==> src/logic/rcv_consts.svh <==
`ifndef RCV_CONSTS_SVH
`define RCV_CONSTS_SVH

// register offsets on the local port
`define RCV_OFS_CAUSE      3'h0
`define RCV_OFS_VMON       3'h1
`define RCV_OFS_TEMP       3'h2
`define RCV_OFS_CORE       3'h3
`define RCV_OFS_IRQ_STAT   3'h4
`define RCV_OFS_IRQ_MASK   3'h5
`define RCV_OFS_LIVE       3'h6

// reset cause flag positions
`define RCV_BIT_PON        0
`define RCV_BIT_PIN        1
`define RCV_BIT_BROWN      2
`define RCV_BIT_WDOG       3
`define RCV_BIT_TEMP       5
`define RCV_CAUSE_USED     8'h2F

// control bit positions
`define RCV_BIT_BO_EN      0
`define RCV_BIT_BO_LVL     1
`define RCV_BIT_TSD_EN     0
`define RCV_BIT_VSEL       1

// event bits in the interrupt status register
`define RCV_EV_PIN         0
`define RCV_EV_BROWN       1
`define RCV_EV_WDOG        2
`define RCV_EV_TEMP        3
`define RCV_EV_W           4

// reset values
`define RCV_CAUSE_RST      8'h01
`define RCV_CTRL_RST       8'h00

// vector map
`define RCV_ADDR_W         12
`define RCV_NUM_VEC        26
`define RCV_RESET_ADDR     12'h000
`define RCV_VEC_FIRST      12'h001
`define RCV_BOOT_ADDR      12'hC00

// timing
`define RCV_CLK_NS         10
`define RCV_T_BOD_NS       2000
`define RCV_T_PIN_NS       2000
`define RCV_TOUT_CYC       64

`endif

==> src/logic/rcv_pkg.sv <==
`include "rcv_consts.svh"

package rcv_pkg;

  // reset sequencer phases
  typedef enum logic [1:0] {
    RCV_ST_HOLD  = 2'b00,
    RCV_ST_DELAY = 2'b01,
    RCV_ST_RUN   = 2'b10
  } rcv_state_type;

  // vector handed to the core
  typedef struct packed {
    logic                   valid;
    logic [`RCV_ADDR_W-1:0] addr;
  } rcv_vector_type;

  // local register port request
  typedef struct packed {
    logic       we;
    logic       re;
    logic [2:0] addr;
    logic [7:0] wdata;
  } rcv_req_type;

endpackage

==> src/logic/rcv_pulse_filter.sv <==
`timescale 1ns/1ps
`default_nettype none

// qualifies a level: high out only after it stays high longer than CNT cycles
module rcv_pulse_filter
  import rcv_pkg::*;
#(
  parameter int CNT = 200
)
(
  input  wire logic clk,
  input  wire logic arst_n,
  input  wire logic level_in,
  output var  logic level_ok
);

  localparam int W = $clog2(CNT + 2);

  logic [W-1:0] cnt_reg;

  // saturating run-length counter, restarts on any drop
  always_ff @(posedge clk or negedge arst_n)
  begin
    if (!arst_n)
      cnt_reg <= '0;
    else if (!level_in)
      cnt_reg <= '0;
    else if (cnt_reg <= W'(CNT))
      cnt_reg <= cnt_reg + W'(1);
  end

  // strictly longer than CNT cycles
  always_ff @(posedge clk or negedge arst_n)
  begin
    if (!arst_n)
      level_ok <= 1'b0;
    else
      level_ok <= level_in && (cnt_reg >= W'(CNT));
  end

endmodule

`default_nettype wire

==> src/logic/rcv_reset_vector.sv <==
// Added by the designer: the register offsets and the strobed register port.
`timescale 1ns/1ps
`default_nettype none
`include "rcv_consts.svh"

// How it works
// RQ1: level select bit picks 1.8V or 2.0V
// RQ2: brown-out resets at once, releases after delay
// RQ3: only drops longer than 2us count
// RQ4: watchdog pulse one cycle, delay from its fall
// RQ5: overtemp resets, disables all but sensor
// RQ6: unused cause bits read zero
// RQ7: overtemp flag set when enabled, zero-write clears
// RQ8: watchdog flag set when enabled, zero-write clears
// RQ9: brown-out flag set when enabled, zero-write clears
// RQ10: pin reset flag, zero-write clears
// RQ11: power-on flag cleared only by software
// RQ12: software reads then clears flags early
// RQ13: all resets share one reset vector
// RQ14: 26 vectors at 0x001 to 0x01A
// RQ15: select bit adds boot start to vectors
// RQ16: programmed fuse starts at boot address
// RQ17: fuse and select decode vector placement
// RQ18: lowest pending vector number served first
module rcv_reset_vector
  import rcv_pkg::*;
#(
  parameter int                   TOUT_CYC  = `RCV_TOUT_CYC,
  parameter int                   NUM_VEC   = `RCV_NUM_VEC,
  parameter logic [`RCV_ADDR_W-1:0] BOOT_ADDR = `RCV_BOOT_ADDR
)
(
  input  wire logic                clk,
  input  wire logic                arst_n,
  // local register port
  input  wire logic [2:0]          reg_addr,
  input  wire logic [7:0]          reg_wdata,
  input  wire logic                reg_we,
  input  wire logic                reg_re,
  output var  logic [7:0]          reg_rdata,
  // analog and pin side, asynchronous
  input  wire logic                supply_low,
  input  wire logic                reset_pin_n,
  input  wire logic                overtemp,
  input  wire logic                boot_reset_fuse,
  // watchdog side, same clock
  input  wire logic                watchdog_enable,
  input  wire logic                watchdog_timeout,
  // interrupt requests from peripherals, same clock
  input  wire logic [NUM_VEC-1:0]  irq_req,
  // outputs
  output var  logic                brownout_level_select,
  output var  logic                brownout_enable,
  output var  logic                core_reset,
  output var  logic                watchdog_reset_pulse,
  output var  logic                shutdown_active,
  output var  logic [`RCV_ADDR_W-1:0] reset_addr,
  output var  rcv_vector_type      irq_vector,
  output logic                     irq
);

  localparam int T_BOD_CYC = (`RCV_T_BOD_NS + `RCV_CLK_NS - 1) / `RCV_CLK_NS;
  localparam int T_PIN_CYC = (`RCV_T_PIN_NS + `RCV_CLK_NS - 1) / `RCV_CLK_NS;
  localparam int TW        = $clog2(TOUT_CYC + 1);
  localparam int VW        = $clog2(NUM_VEC);

  rcv_req_type     req;
  rcv_state_type   state_reg;
  rcv_state_type   state_next;
  logic [TW-1:0]   tout_reg;
  logic [3:0]      sync1_reg;
  logic [3:0]      sync2_reg;
  logic            bo_seen;
  logic            pin_seen;
  logic            temp_hit;
  logic            temp_hit_d_reg;
  logic            src_active;
  logic [7:0]      cause_reg;
  logic [7:0]      vmon_reg;
  logic [7:0]      temp_reg;
  logic [7:0]      core_reg;
  logic [`RCV_EV_W-1:0] irq_stat_reg;
  logic [`RCV_EV_W-1:0] irq_mask_reg;
  logic [`RCV_EV_W-1:0] ev;
  logic            fuse_reg;
  logic            ev_pin;
  logic            ev_brown;
  logic            ev_wdog;
  logic            ev_temp;
  logic            pin_seen_d_reg;
  logic            bo_seen_d_reg;
  logic            pick_valid;
  logic [VW-1:0]   pick_idx;
  logic [`RCV_ADDR_W-1:0] vec_base;

  assign req.we    = reg_we;
  assign req.re    = reg_re;
  assign req.addr  = reg_addr;
  assign req.wdata = reg_wdata;

  // two-flop synchronisers; reset to idle levels (pin high, fuse unprogrammed) so no false edge follows reset
  always_ff @(posedge clk or negedge arst_n)
  begin
    if (!arst_n)
    begin
      sync1_reg <= 4'hA;
      sync2_reg <= 4'hA;
    end
    else
    begin
      sync1_reg <= {boot_reset_fuse, overtemp, reset_pin_n, supply_low};
      sync2_reg <= sync1_reg;
    end
  end

  // fuse is sampled continuously after release; it is static in use
  always_ff @(posedge clk or negedge arst_n)
  begin
    if (!arst_n)
      fuse_reg <= 1'b1;
    else
      fuse_reg <= sync2_reg[3];
  end

  // brown-out glitch filter, short dips are ignored
  rcv_pulse_filter #(
    .CNT      (T_BOD_CYC)
  ) u_bo_filter (
    .clk      (clk),
    .arst_n   (arst_n),
    .level_in (sync2_reg[0] & vmon_reg[`RCV_BIT_BO_EN]),
    .level_ok (bo_seen)
  ); // RQ3

  // reset pin needs the same minimum low time
  rcv_pulse_filter #(
    .CNT      (T_PIN_CYC)
  ) u_pin_filter (
    .clk      (clk),
    .arst_n   (arst_n),
    .level_in (~sync2_reg[1]),
    .level_ok (pin_seen)
  );

  // threshold choice goes straight to the comparator
  assign brownout_level_select = vmon_reg[`RCV_BIT_BO_LVL]; // RQ1
  assign brownout_enable       = vmon_reg[`RCV_BIT_BO_EN];

  // overtemp only acts while shutdown is enabled
  assign temp_hit = sync2_reg[2] & temp_reg[`RCV_BIT_TSD_EN];

  // watchdog reset pulse, exactly one cycle per time-out
  always_ff @(posedge clk or negedge arst_n)
  begin
    if (!arst_n)
      watchdog_reset_pulse <= 1'b0;
    else
      watchdog_reset_pulse <= watchdog_timeout & watchdog_enable & ~watchdog_reset_pulse; // RQ4
  end

  // any source holds the core; the watchdog pulse only for its one cycle
  assign src_active = bo_seen | pin_seen | temp_hit | watchdog_reset_pulse; // RQ2 RQ13

  // sequencer: hold while a source is live, then run the delay counter
  always_comb
  begin
    state_next = state_reg;
    case (state_reg)
      RCV_ST_HOLD:
        if (!src_active)
          state_next = RCV_ST_DELAY; // RQ4
      RCV_ST_DELAY:
        if (src_active)
          state_next = RCV_ST_HOLD;
        else if (tout_reg == TW'(TOUT_CYC - 1))
          state_next = RCV_ST_RUN; // RQ2
      RCV_ST_RUN:
        if (src_active)
          state_next = RCV_ST_HOLD; // RQ2
      default:
        state_next = RCV_ST_HOLD;
    endcase
  end

  // power-on release enters the delay directly
  always_ff @(posedge clk or negedge arst_n)
  begin
    if (!arst_n)
      state_reg <= RCV_ST_DELAY;
    else
      state_reg <= state_next;
  end

  // time-out counter, cleared whenever the delay is restarted
  always_ff @(posedge clk or negedge arst_n)
  begin
    if (!arst_n)
      tout_reg <= '0;
    else if (state_reg != RCV_ST_DELAY || src_active)
      tout_reg <= '0;
    else
      tout_reg <= tout_reg + TW'(1);
  end

  // reset goes up in the cycle a source is seen, no waiting on the delay
  always_comb
  begin
    core_reset = (state_reg != RCV_ST_RUN) | src_active; // RQ2
  end

  // shutdown kills ports and timers; the sensor path stays live
  always_ff @(posedge clk or negedge arst_n)
  begin
    if (!arst_n)
      shutdown_active <= 1'b0;
    else
      shutdown_active <= temp_hit; // RQ5
  end

  // edge detect of qualified sources so each reset is one event
  always_ff @(posedge clk or negedge arst_n)
  begin
    if (!arst_n)
    begin
      temp_hit_d_reg <= 1'b0;
      pin_seen_d_reg <= 1'b0;
      bo_seen_d_reg  <= 1'b0;
    end
    else
    begin
      temp_hit_d_reg <= temp_hit;
      pin_seen_d_reg <= pin_seen;
      bo_seen_d_reg  <= bo_seen;
    end
  end

  assign ev_temp  = temp_hit & ~temp_hit_d_reg;
  assign ev_pin   = pin_seen & ~pin_seen_d_reg;
  assign ev_brown = bo_seen & ~bo_seen_d_reg;
  assign ev_wdog  = watchdog_reset_pulse;

  // cause flags: hardware set beats a same-cycle software clear
  always_ff @(posedge clk or negedge arst_n)
  begin
    if (!arst_n)
      cause_reg <= `RCV_CAUSE_RST; // RQ11
    else
    begin
      if (req.we && req.addr == `RCV_OFS_CAUSE)
        cause_reg <= cause_reg & req.wdata & `RCV_CAUSE_USED; // RQ6 RQ12
      if (ev_temp)
        cause_reg[`RCV_BIT_TEMP] <= 1'b1; // RQ7
      if (ev_wdog)
        cause_reg[`RCV_BIT_WDOG] <= 1'b1; // RQ8
      if (ev_brown)
        cause_reg[`RCV_BIT_BROWN] <= 1'b1; // RQ9
      if (ev_pin)
        cause_reg[`RCV_BIT_PIN] <= 1'b1; // RQ10
    end
  end

  // control registers, only arst_n clears them
  always_ff @(posedge clk or negedge arst_n)
  begin
    if (!arst_n)
    begin
      vmon_reg <= `RCV_CTRL_RST;
      temp_reg <= `RCV_CTRL_RST;
      core_reg <= `RCV_CTRL_RST;
    end
    else if (req.we)
    begin
      if (req.addr == `RCV_OFS_VMON)
        vmon_reg <= req.wdata & 8'h03;
      else if (req.addr == `RCV_OFS_TEMP)
        temp_reg <= req.wdata & 8'h01;
      else if (req.addr == `RCV_OFS_CORE)
        core_reg <= req.wdata & 8'h02;
    end
  end

  // interrupt status, write one to clear, set wins
  assign ev = {ev_temp, ev_wdog, ev_brown, ev_pin};

  always_ff @(posedge clk or negedge arst_n)
  begin
    if (!arst_n)
      irq_stat_reg <= '0;
    else if (req.we && req.addr == `RCV_OFS_IRQ_STAT)
      irq_stat_reg <= (irq_stat_reg & ~req.wdata[`RCV_EV_W-1:0]) | ev;
    else
      irq_stat_reg <= irq_stat_reg | ev;
  end

  always_ff @(posedge clk or negedge arst_n)
  begin
    if (!arst_n)
      irq_mask_reg <= '0;
    else if (req.we && req.addr == `RCV_OFS_IRQ_MASK)
      irq_mask_reg <= req.wdata[`RCV_EV_W-1:0];
  end

  assign irq = |(irq_stat_reg & irq_mask_reg);

  // read port, data one cycle after the strobe, unmapped reads zero
  always_ff @(posedge clk or negedge arst_n)
  begin
    if (!arst_n)
      reg_rdata <= 8'h00;
    else if (!req.re)
      reg_rdata <= 8'h00;
    else if (req.addr == `RCV_OFS_CAUSE)
      reg_rdata <= cause_reg & `RCV_CAUSE_USED; // RQ6
    else if (req.addr == `RCV_OFS_VMON)
      reg_rdata <= vmon_reg;
    else if (req.addr == `RCV_OFS_TEMP)
      reg_rdata <= temp_reg;
    else if (req.addr == `RCV_OFS_CORE)
      reg_rdata <= core_reg;
    else if (req.addr == `RCV_OFS_IRQ_STAT)
      reg_rdata <= {4'h0, irq_stat_reg};
    else if (req.addr == `RCV_OFS_IRQ_MASK)
      reg_rdata <= {4'h0, irq_mask_reg};
    else if (req.addr == `RCV_OFS_LIVE)
      reg_rdata <= {4'h0, fuse_reg, shutdown_active, core_reset, bo_seen};
    else
      reg_rdata <= 8'h00;
  end

  // fuse low means programmed: boot loader address at reset
  always_ff @(posedge clk or negedge arst_n)
  begin
    if (!arst_n)
      reset_addr <= `RCV_RESET_ADDR;
    else
      reset_addr <= fuse_reg ? `RCV_RESET_ADDR : BOOT_ADDR; // RQ16 RQ17
  end

  // table base moves to the boot section when selected
  assign vec_base = core_reg[`RCV_BIT_VSEL] ? BOOT_ADDR : `RCV_RESET_ADDR; // RQ15 RQ17

  // lowest pending number wins; scan high to low so the last hit sticks
  always_comb
  begin
    pick_valid = 1'b0;
    pick_idx   = '0;
    for (int i = NUM_VEC - 1; i >= 0; i--)
    begin
      if (irq_req[i])
      begin
        pick_valid = 1'b1;
        pick_idx   = VW'(i); // RQ18
      end
    end
  end

  // vectors follow one another from the first slot after reset
  always_ff @(posedge clk or negedge arst_n)
  begin
    if (!arst_n)
      irq_vector <= '0;
    else
    begin
      irq_vector.valid <= pick_valid & ~core_reset;
      irq_vector.addr  <= vec_base + `RCV_VEC_FIRST + `RCV_ADDR_W'(pick_idx); // RQ14
    end
  end

endmodule

`default_nettype wire

==> config.mk <==
export PLATFORM = sky130hd
export DESIGN_NAME = rcv_reset_vector
export DESIGN_NICKNAME = d
export VERILOG_FILES = /design/src/logic/rcv_pkg.sv /design/src/logic/rcv_pulse_filter.sv /design/src/logic/rcv_reset_vector.sv
export VERILOG_INCLUDE_DIRS = /design/src /design/src/logic
export SDC_FILE = /design/constraint.sdc
export NUM_CORES = 1
export LEC_CHECK = 0
export BUFFER_PORTS_ARGS = -buffer_cell sky130_fd_sc_hd__buf_2
export CAP_MARGIN = 10
export CORE_UTILIZATION = 57
export CTS_CLUSTER_SIZE = 28
export DETAILED_ROUTE_END_ITERATION = 10
export PLACE_DENSITY = 0.91
export SLEW_MARGIN = 10
export SYNTH_ARGS = -nofsm -noshare
export SYNTH_HDL_FRONTEND = slang
export SYNTH_HIERARCHICAL = 1
export SYNTH_SLANG_ARGS = --single-unit
==> constraint.sdc <==
create_clock -name clk -period 3 [get_ports clk]
set_input_delay 0.15 -clock clk [delete_from_list [all_inputs] [get_ports clk]]
set_output_delay 0.15 -clock clk [all_outputs]
set_load 0.03 [all_outputs]
==> flow_summary.html <==
<table>
<tr><th>Metric</th><th>Value</th></tr>
<tr><th colspan="2">Synth</th></tr>
<tr><td>List of most frequent post-synthesis cells</td><td>dfrtp_1, nand2_1, nor2_1</td></tr>
<tr><td>Top cell type by total area after synthesis</td><td>dfrtp_1</td></tr>
<tr><td>Average cell area after synthesis</td><td>around 10 sq um</td></tr>
<tr><td>Arithmetic-cell share of the synthesized area counting full adders, half adders and majority gates</td><td>2.143%</td></tr>
<tr><td>Number of warnings printed during yosys synthesis</td><td>6</td></tr>
<tr><td>Portion of netlist area occupied by mux cells</td><td>about 4.9%</td></tr>
<tr><td>Post-synthesis instance area</td><td>between 3000 and 4000 sq um</td></tr>
<tr><td>Cells after synthesis</td><td>335</td></tr>
<tr><td>Count of state elements after synthesis</td><td>just over 70</td></tr>
<tr><td>Number of flops mapped to enable cells by yosys</td><td>0</td></tr>
<tr><td>Cells taking the most area after synthesis</td><td>dfrtp_1, dfstp_2, buf_4</td></tr>
<tr><td>Synth Area in Compound Gates</td><td>11.50%</td></tr>
<tr><td>Async SR Flop Fraction</td><td>100.0%</td></tr>
<tr><td>Unique cell type count in the Yosys netlist</td><td>54</td></tr>
<tr><td>Main combinational cell family by area after synthesis</td><td>simple AND/OR/NAND/NOR gates</td></tr>
<tr><td>Most frequently used flop master after synthesis</td><td>dfrtp_1</td></tr>
<tr><td>Portion of the post-synthesis area used by sequential elements</td><td>about half</td></tr>
<tr><td>Simple logic cell fraction of the synthesized area</td><td>20.79%</td></tr>
<tr><td>Synth top area share</td><td>roughly 46%</td></tr>
<tr><td>Post-Synth XOR/XNOR Area</td><td>3.500%</td></tr>
<tr><td>Most frequently used cell type in the post-synthesis netlist</td><td>dfrtp_1</td></tr>
<tr><th colspan="2">Min path</th></tr>
<tr><td>Min-Delay Path Class</td><td>input pin to flop</td></tr>
<tr><td>Cell depth of the worst hold path</td><td>3</td></tr>
<tr><th colspan="2">Die</th></tr>
<tr><td>Initial Utilization</td><td>roughly three fifths</td></tr>
<tr><td>Core area</td><td>around 5900 sq um</td></tr>
<tr><td>Number of core rows</td><td>28</td></tr>
<tr><td>DIE AREA</td><td>between 6000 and 7000 sq um</td></tr>
<tr><td>Chip width</td><td>80.40 um</td></tr>
<tr><td>Vert. Die Dim</td><td>80.40 um</td></tr>
<tr><td>Number of top-level pins</td><td>86</td></tr>
<tr><th colspan="2">Clock network</th></tr>
<tr><td>TritonCTS Buffers</td><td>9</td></tr>
<tr><td>Maximum number of buffers from clock root to sink</td><td>2</td></tr>
<tr><td>Clock transition time at the flip-flop clock pins of the worst setup and hold paths</td><td>~0.07 ns</td></tr>
<tr><td>CTS tree</td><td>built</td></tr>
<tr><td>Total number of H-tree levels</td><td>3</td></tr>
<tr><td>Setup bufs post-CTS</td><td>0</td></tr>
<tr><td>Number of sinks on the clock net</td><td>71</td></tr>
<tr><td>Clock network latency to the later pin of the worst-skew pair</td><td>roughly 0.34 ns</td></tr>
<tr><td>CTS root buf</td><td>clkbuf_8</td></tr>
<tr><th colspan="2">Route</th></tr>
<tr><td>Total detailed-routing wirelength</td><td>around 6700 um</td></tr>
<tr><td>DRC</td><td>0</td></tr>
<tr><td>Per-cell routed wire length</td><td>about 14 um</td></tr>
<tr><td>Via density</td><td>5.415</td></tr>
<tr><td>Antenna viol nets, final</td><td>0</td></tr>
<tr><td>Detailed-router iteration count before antenna repair</td><td>4</td></tr>
<tr><td>Initial detailed-routing violation count</td><td>120</td></tr>
<tr><td>Number of vias after detailed routing</td><td>2664</td></tr>
<tr><th colspan="2">Place</th></tr>
<tr><td>Number of cells in the design after placement</td><td>470</td></tr>
<tr><td>IO buf count</td><td>65</td></tr>
<tr><td>Placer Congestion</td><td>a little under 0.9</td></tr>
<tr><td>Total half-perimeter wirelength after legalization and detailed placement</td><td>~5000 um</td></tr>
<tr><th colspan="2">GRT</th></tr>
<tr><td>Pin count of the biggest net entering global routing</td><td>36</td></tr>
<tr><td>Global router's overall resource usage</td><td>between 20% and 30%</td></tr>
<tr><td>Gr ovfl total</td><td>0</td></tr>
<tr><td>Via count of the first global-routing pass</td><td>approximately 2500</td></tr>
<tr><td>Wire length of the first global-routing pass</td><td>10870 um</td></tr>
<tr><td>Number of antenna violations at the first check in global routing</td><td>0</td></tr>
<tr><th colspan="2">Layout</th></tr>
<tr><td>Non-Filler Instances</td><td>slightly below 500</td></tr>
<tr><td>Post-layout nets</td><td>roughly 470</td></tr>
<tr><td>Final antenna diode count</td><td>0</td></tr>
<tr><td>Fraction of final layout cells with drive strength greater than 1</td><td>between 20% and 30%</td></tr>
<tr><td>Area overhead of the layout relative to synthesis</td><td>16.07%</td></tr>
<tr><th colspan="2">Worst setup path</th></tr>
<tr><td>Crit Path Max Fanout</td><td>3</td></tr>
<tr><td>Launching element type of the critical path</td><td>flop</td></tr>
<tr><td>Beginning of the critical path</td><td>temp_reg[0]$_DFFE_PN0P_</td></tr>
<tr><td>Critical Path Sink Type</td><td>flop</td></tr>
<tr><td>Slowest cell on crit path</td><td>dfrtp_1</td></tr>
<tr><td>Signal arrival time at the worst endpoint</td><td>2.06 ns</td></tr>
<tr><td>Critical path type</td><td>flop to flop</td></tr>
<tr><td>Critical-path cell list</td><td>nand2_2, inv_2, nor4_2, nand2_1, a311oi_2, a21oi_1, o221a_1</td></tr>
<tr><td>Delay-heaviest family, CP</td><td>compound AO/OA/AOI/OAI gates</td></tr>
<tr><td>Capturing element of the worst setup path</td><td>reg_rdata[1]$_DFF_PN0_</td></tr>
<tr><td>R2r endpoint</td><td>reg_rdata[1]$_DFF_PN0_</td></tr>
<tr><td>Reg-to-reg startpoint</td><td>temp_reg[0]$_DFFE_PN0P_</td></tr>
<tr><td>R2R Setup Slk</td><td>~1.2 ns</td></tr>
<tr><td>Combined buffer and inverter count along the critical path</td><td>1</td></tr>
<tr><td>Instance count on the critical path</td><td>7</td></tr>
<tr><td>Number of cells on the worst reg-to-reg path</td><td>7</td></tr>
<tr><td>Slowest stage delay, CP</td><td>about 0.42 ns</td></tr>
<tr><td>Required time worst endpoint</td><td>between 3 and 4 ns</td></tr>
<tr><th colspan="2">Power and ir drop</th></tr>
<tr><td>Total power</td><td>2.120 mW</td></tr>
<tr><td>Pwr Density</td><td>521.4 nW/um^2</td></tr>
<tr><td>Peak supply drop</td><td>between 0.3 and 0.4 mV</td></tr>
<tr><td>Cell leakage power</td><td>1.935 nW</td></tr>
<tr><th colspan="2">STA</th></tr>
<tr><td>Slew at the pin closest to its max-slew limit</td><td>slightly above 0.7 ns</td></tr>
<tr><td>Slew Limit Fails</td><td>0</td></tr>
<tr><td>Post-Route Setup TNS</td><td>0 ns</td></tr>
<tr><td>FMAX</td><td>547.2 MHz</td></tr>
<tr><td>Final count of hold timing violations</td><td>0</td></tr>
<tr><td>Final setup skew</td><td>between 0.01 and 0.015 ns</td></tr>
<tr><td>Tcrit/Tclk final</td><td>60.92%</td></tr>
<tr><td>Final setup violation count</td><td>0</td></tr>
<tr><td>Unrepaired setup endpoints after global routing</td><td>no</td></tr>
<tr><td>Max-slew headroom at the worst pin</td><td>52.25%</td></tr>
<tr><td>Final worst hold slack</td><td>about 0.022 ns</td></tr>
<tr><td>Post-route minimum period</td><td>between 1.5 and 2 ns</td></tr>
<tr><th colspan="2">Run</th></tr>
<tr><td>Number of maximum-capacitance violations</td><td>0</td></tr>
<tr><th colspan="2">Status</th></tr>
<tr><td>Result of the run</td><td>completed</td></tr>
</table>
[final cells by class]
type / count / area, sq um
repair buffers: 73 / 400.4
clock buffers: 11 / 141.4
multi-input cells: 245 / 1567
inverters: 12 / 45.04
well taps: 75 / 93.84
fillers: 432 / 1854
clock inverters: 5 / 33.78
flip-flops and latches: 71 / 1785
[kinds of logic (layout without fill, tap and decap cells)]
kind of cell,after synthesis,in the layout
adder cells (fa/ha/maj),6,6
buffers and inverters,36,101
AND/OR/NAND/NOR,138,138
multiplexers,16,16
other,1,18
XOR/XNOR,14,14
flip-flops,71,71
AO/OA/AOI/OAI,53,53
[worst min-delay path: stages]
cell	delay, ns
buf_2	0.09
nand2_1	0.05
nor2_1	0.03
[cells in the final DEF, fill, tap and decap left out, types with 3 or more instances in the layout]
cell type      synthesis  layout
buf_2                  1      65
dfrtp_1               64      64
nand2_1               33      33
nor2_1                32      32
conb_1                 1      18
and2_1                11      11
nor2b_1               10      10
o21ai_0               10      10
nor3_1                10      10
inv_1                 10      10
clkbuf_8               0      10
and3_1                 8       8
nand3_1                8       8
xnor2_1                8       8
mux2i_1                8       8
nor4_1                 8       8
mux2_1                 8       8
o21ai_1                7       7
a21oi_1                7       7
dfstp_2                7       7
xor2_1                 6       6
ha_1                   6       6
dlygate4sd3_1          0       6
o31ai_1                4       4
o21a_1                 4       4
nand4_1                4       4
nand2b_1               3       3
[routing by layer]
| layer | track usage (%) | vias up | share of wire [%] |
|---|---|---|---|
| met5 | 0 | - | 0 |
| met4 | 9.821 | 0 | 1.8 |
| met3 | 6.023 | 13 | 4.5 |
| met2 | 36.78 | 81 | 51 |
| met1 | 27.57 | 1287 | 43 |
| li1 | - | 1283 | - |
[per-stage QoR]
step | area (sq um) | util (%) | setup slack (ns)
5_1_grt | 4066 | 68.68 | 1.036
6_report | 4066 | 68.68 | 1.172
3_5_place_dp | 3831 | 64.71 | 1.118
4_1_cts | 4066 | 68.68 | 1.175
2_1_floorplan | 3567 | - | 1.104
3_3_place_gp | 3831 | 64.71 | 1.234
[power by group]
group,internal (mW),total [mW],switching [mW]
combinational,0.125,0.360,0.235
clock,0.321,0.663,0.342
sequential,1.04,1.10,0.0571
[worst min-delay path by stage]
stage | startpoint | endpoint | slack (ns)
floorplan | arst_n | bo_seen_d_reg$_DFF_PN0_ | -0.15
global placement | arst_n | watchdog_reset_pulse$_DFF_PN0_ | 0.25
detailed placement | arst_n | irq_mask_reg[3]$_DFFE_PN0P_ | 0.24
CTS | watchdog_timeout | watchdog_reset_pulse$_DFF_PN0_ | 0.006
global route | watchdog_timeout | watchdog_reset_pulse$_DFF_PN0_ | 0.03
finish | watchdog_timeout | watchdog_reset_pulse$_DFF_PN0_ | 0.02
[timing repair]
action	4_1_cts	5_1_grt
hold buffers	6	0
endpoints found under the hold margin	31	0
resized for setup	0	0
No activity file was read; power rests on OpenSTA's default activity.
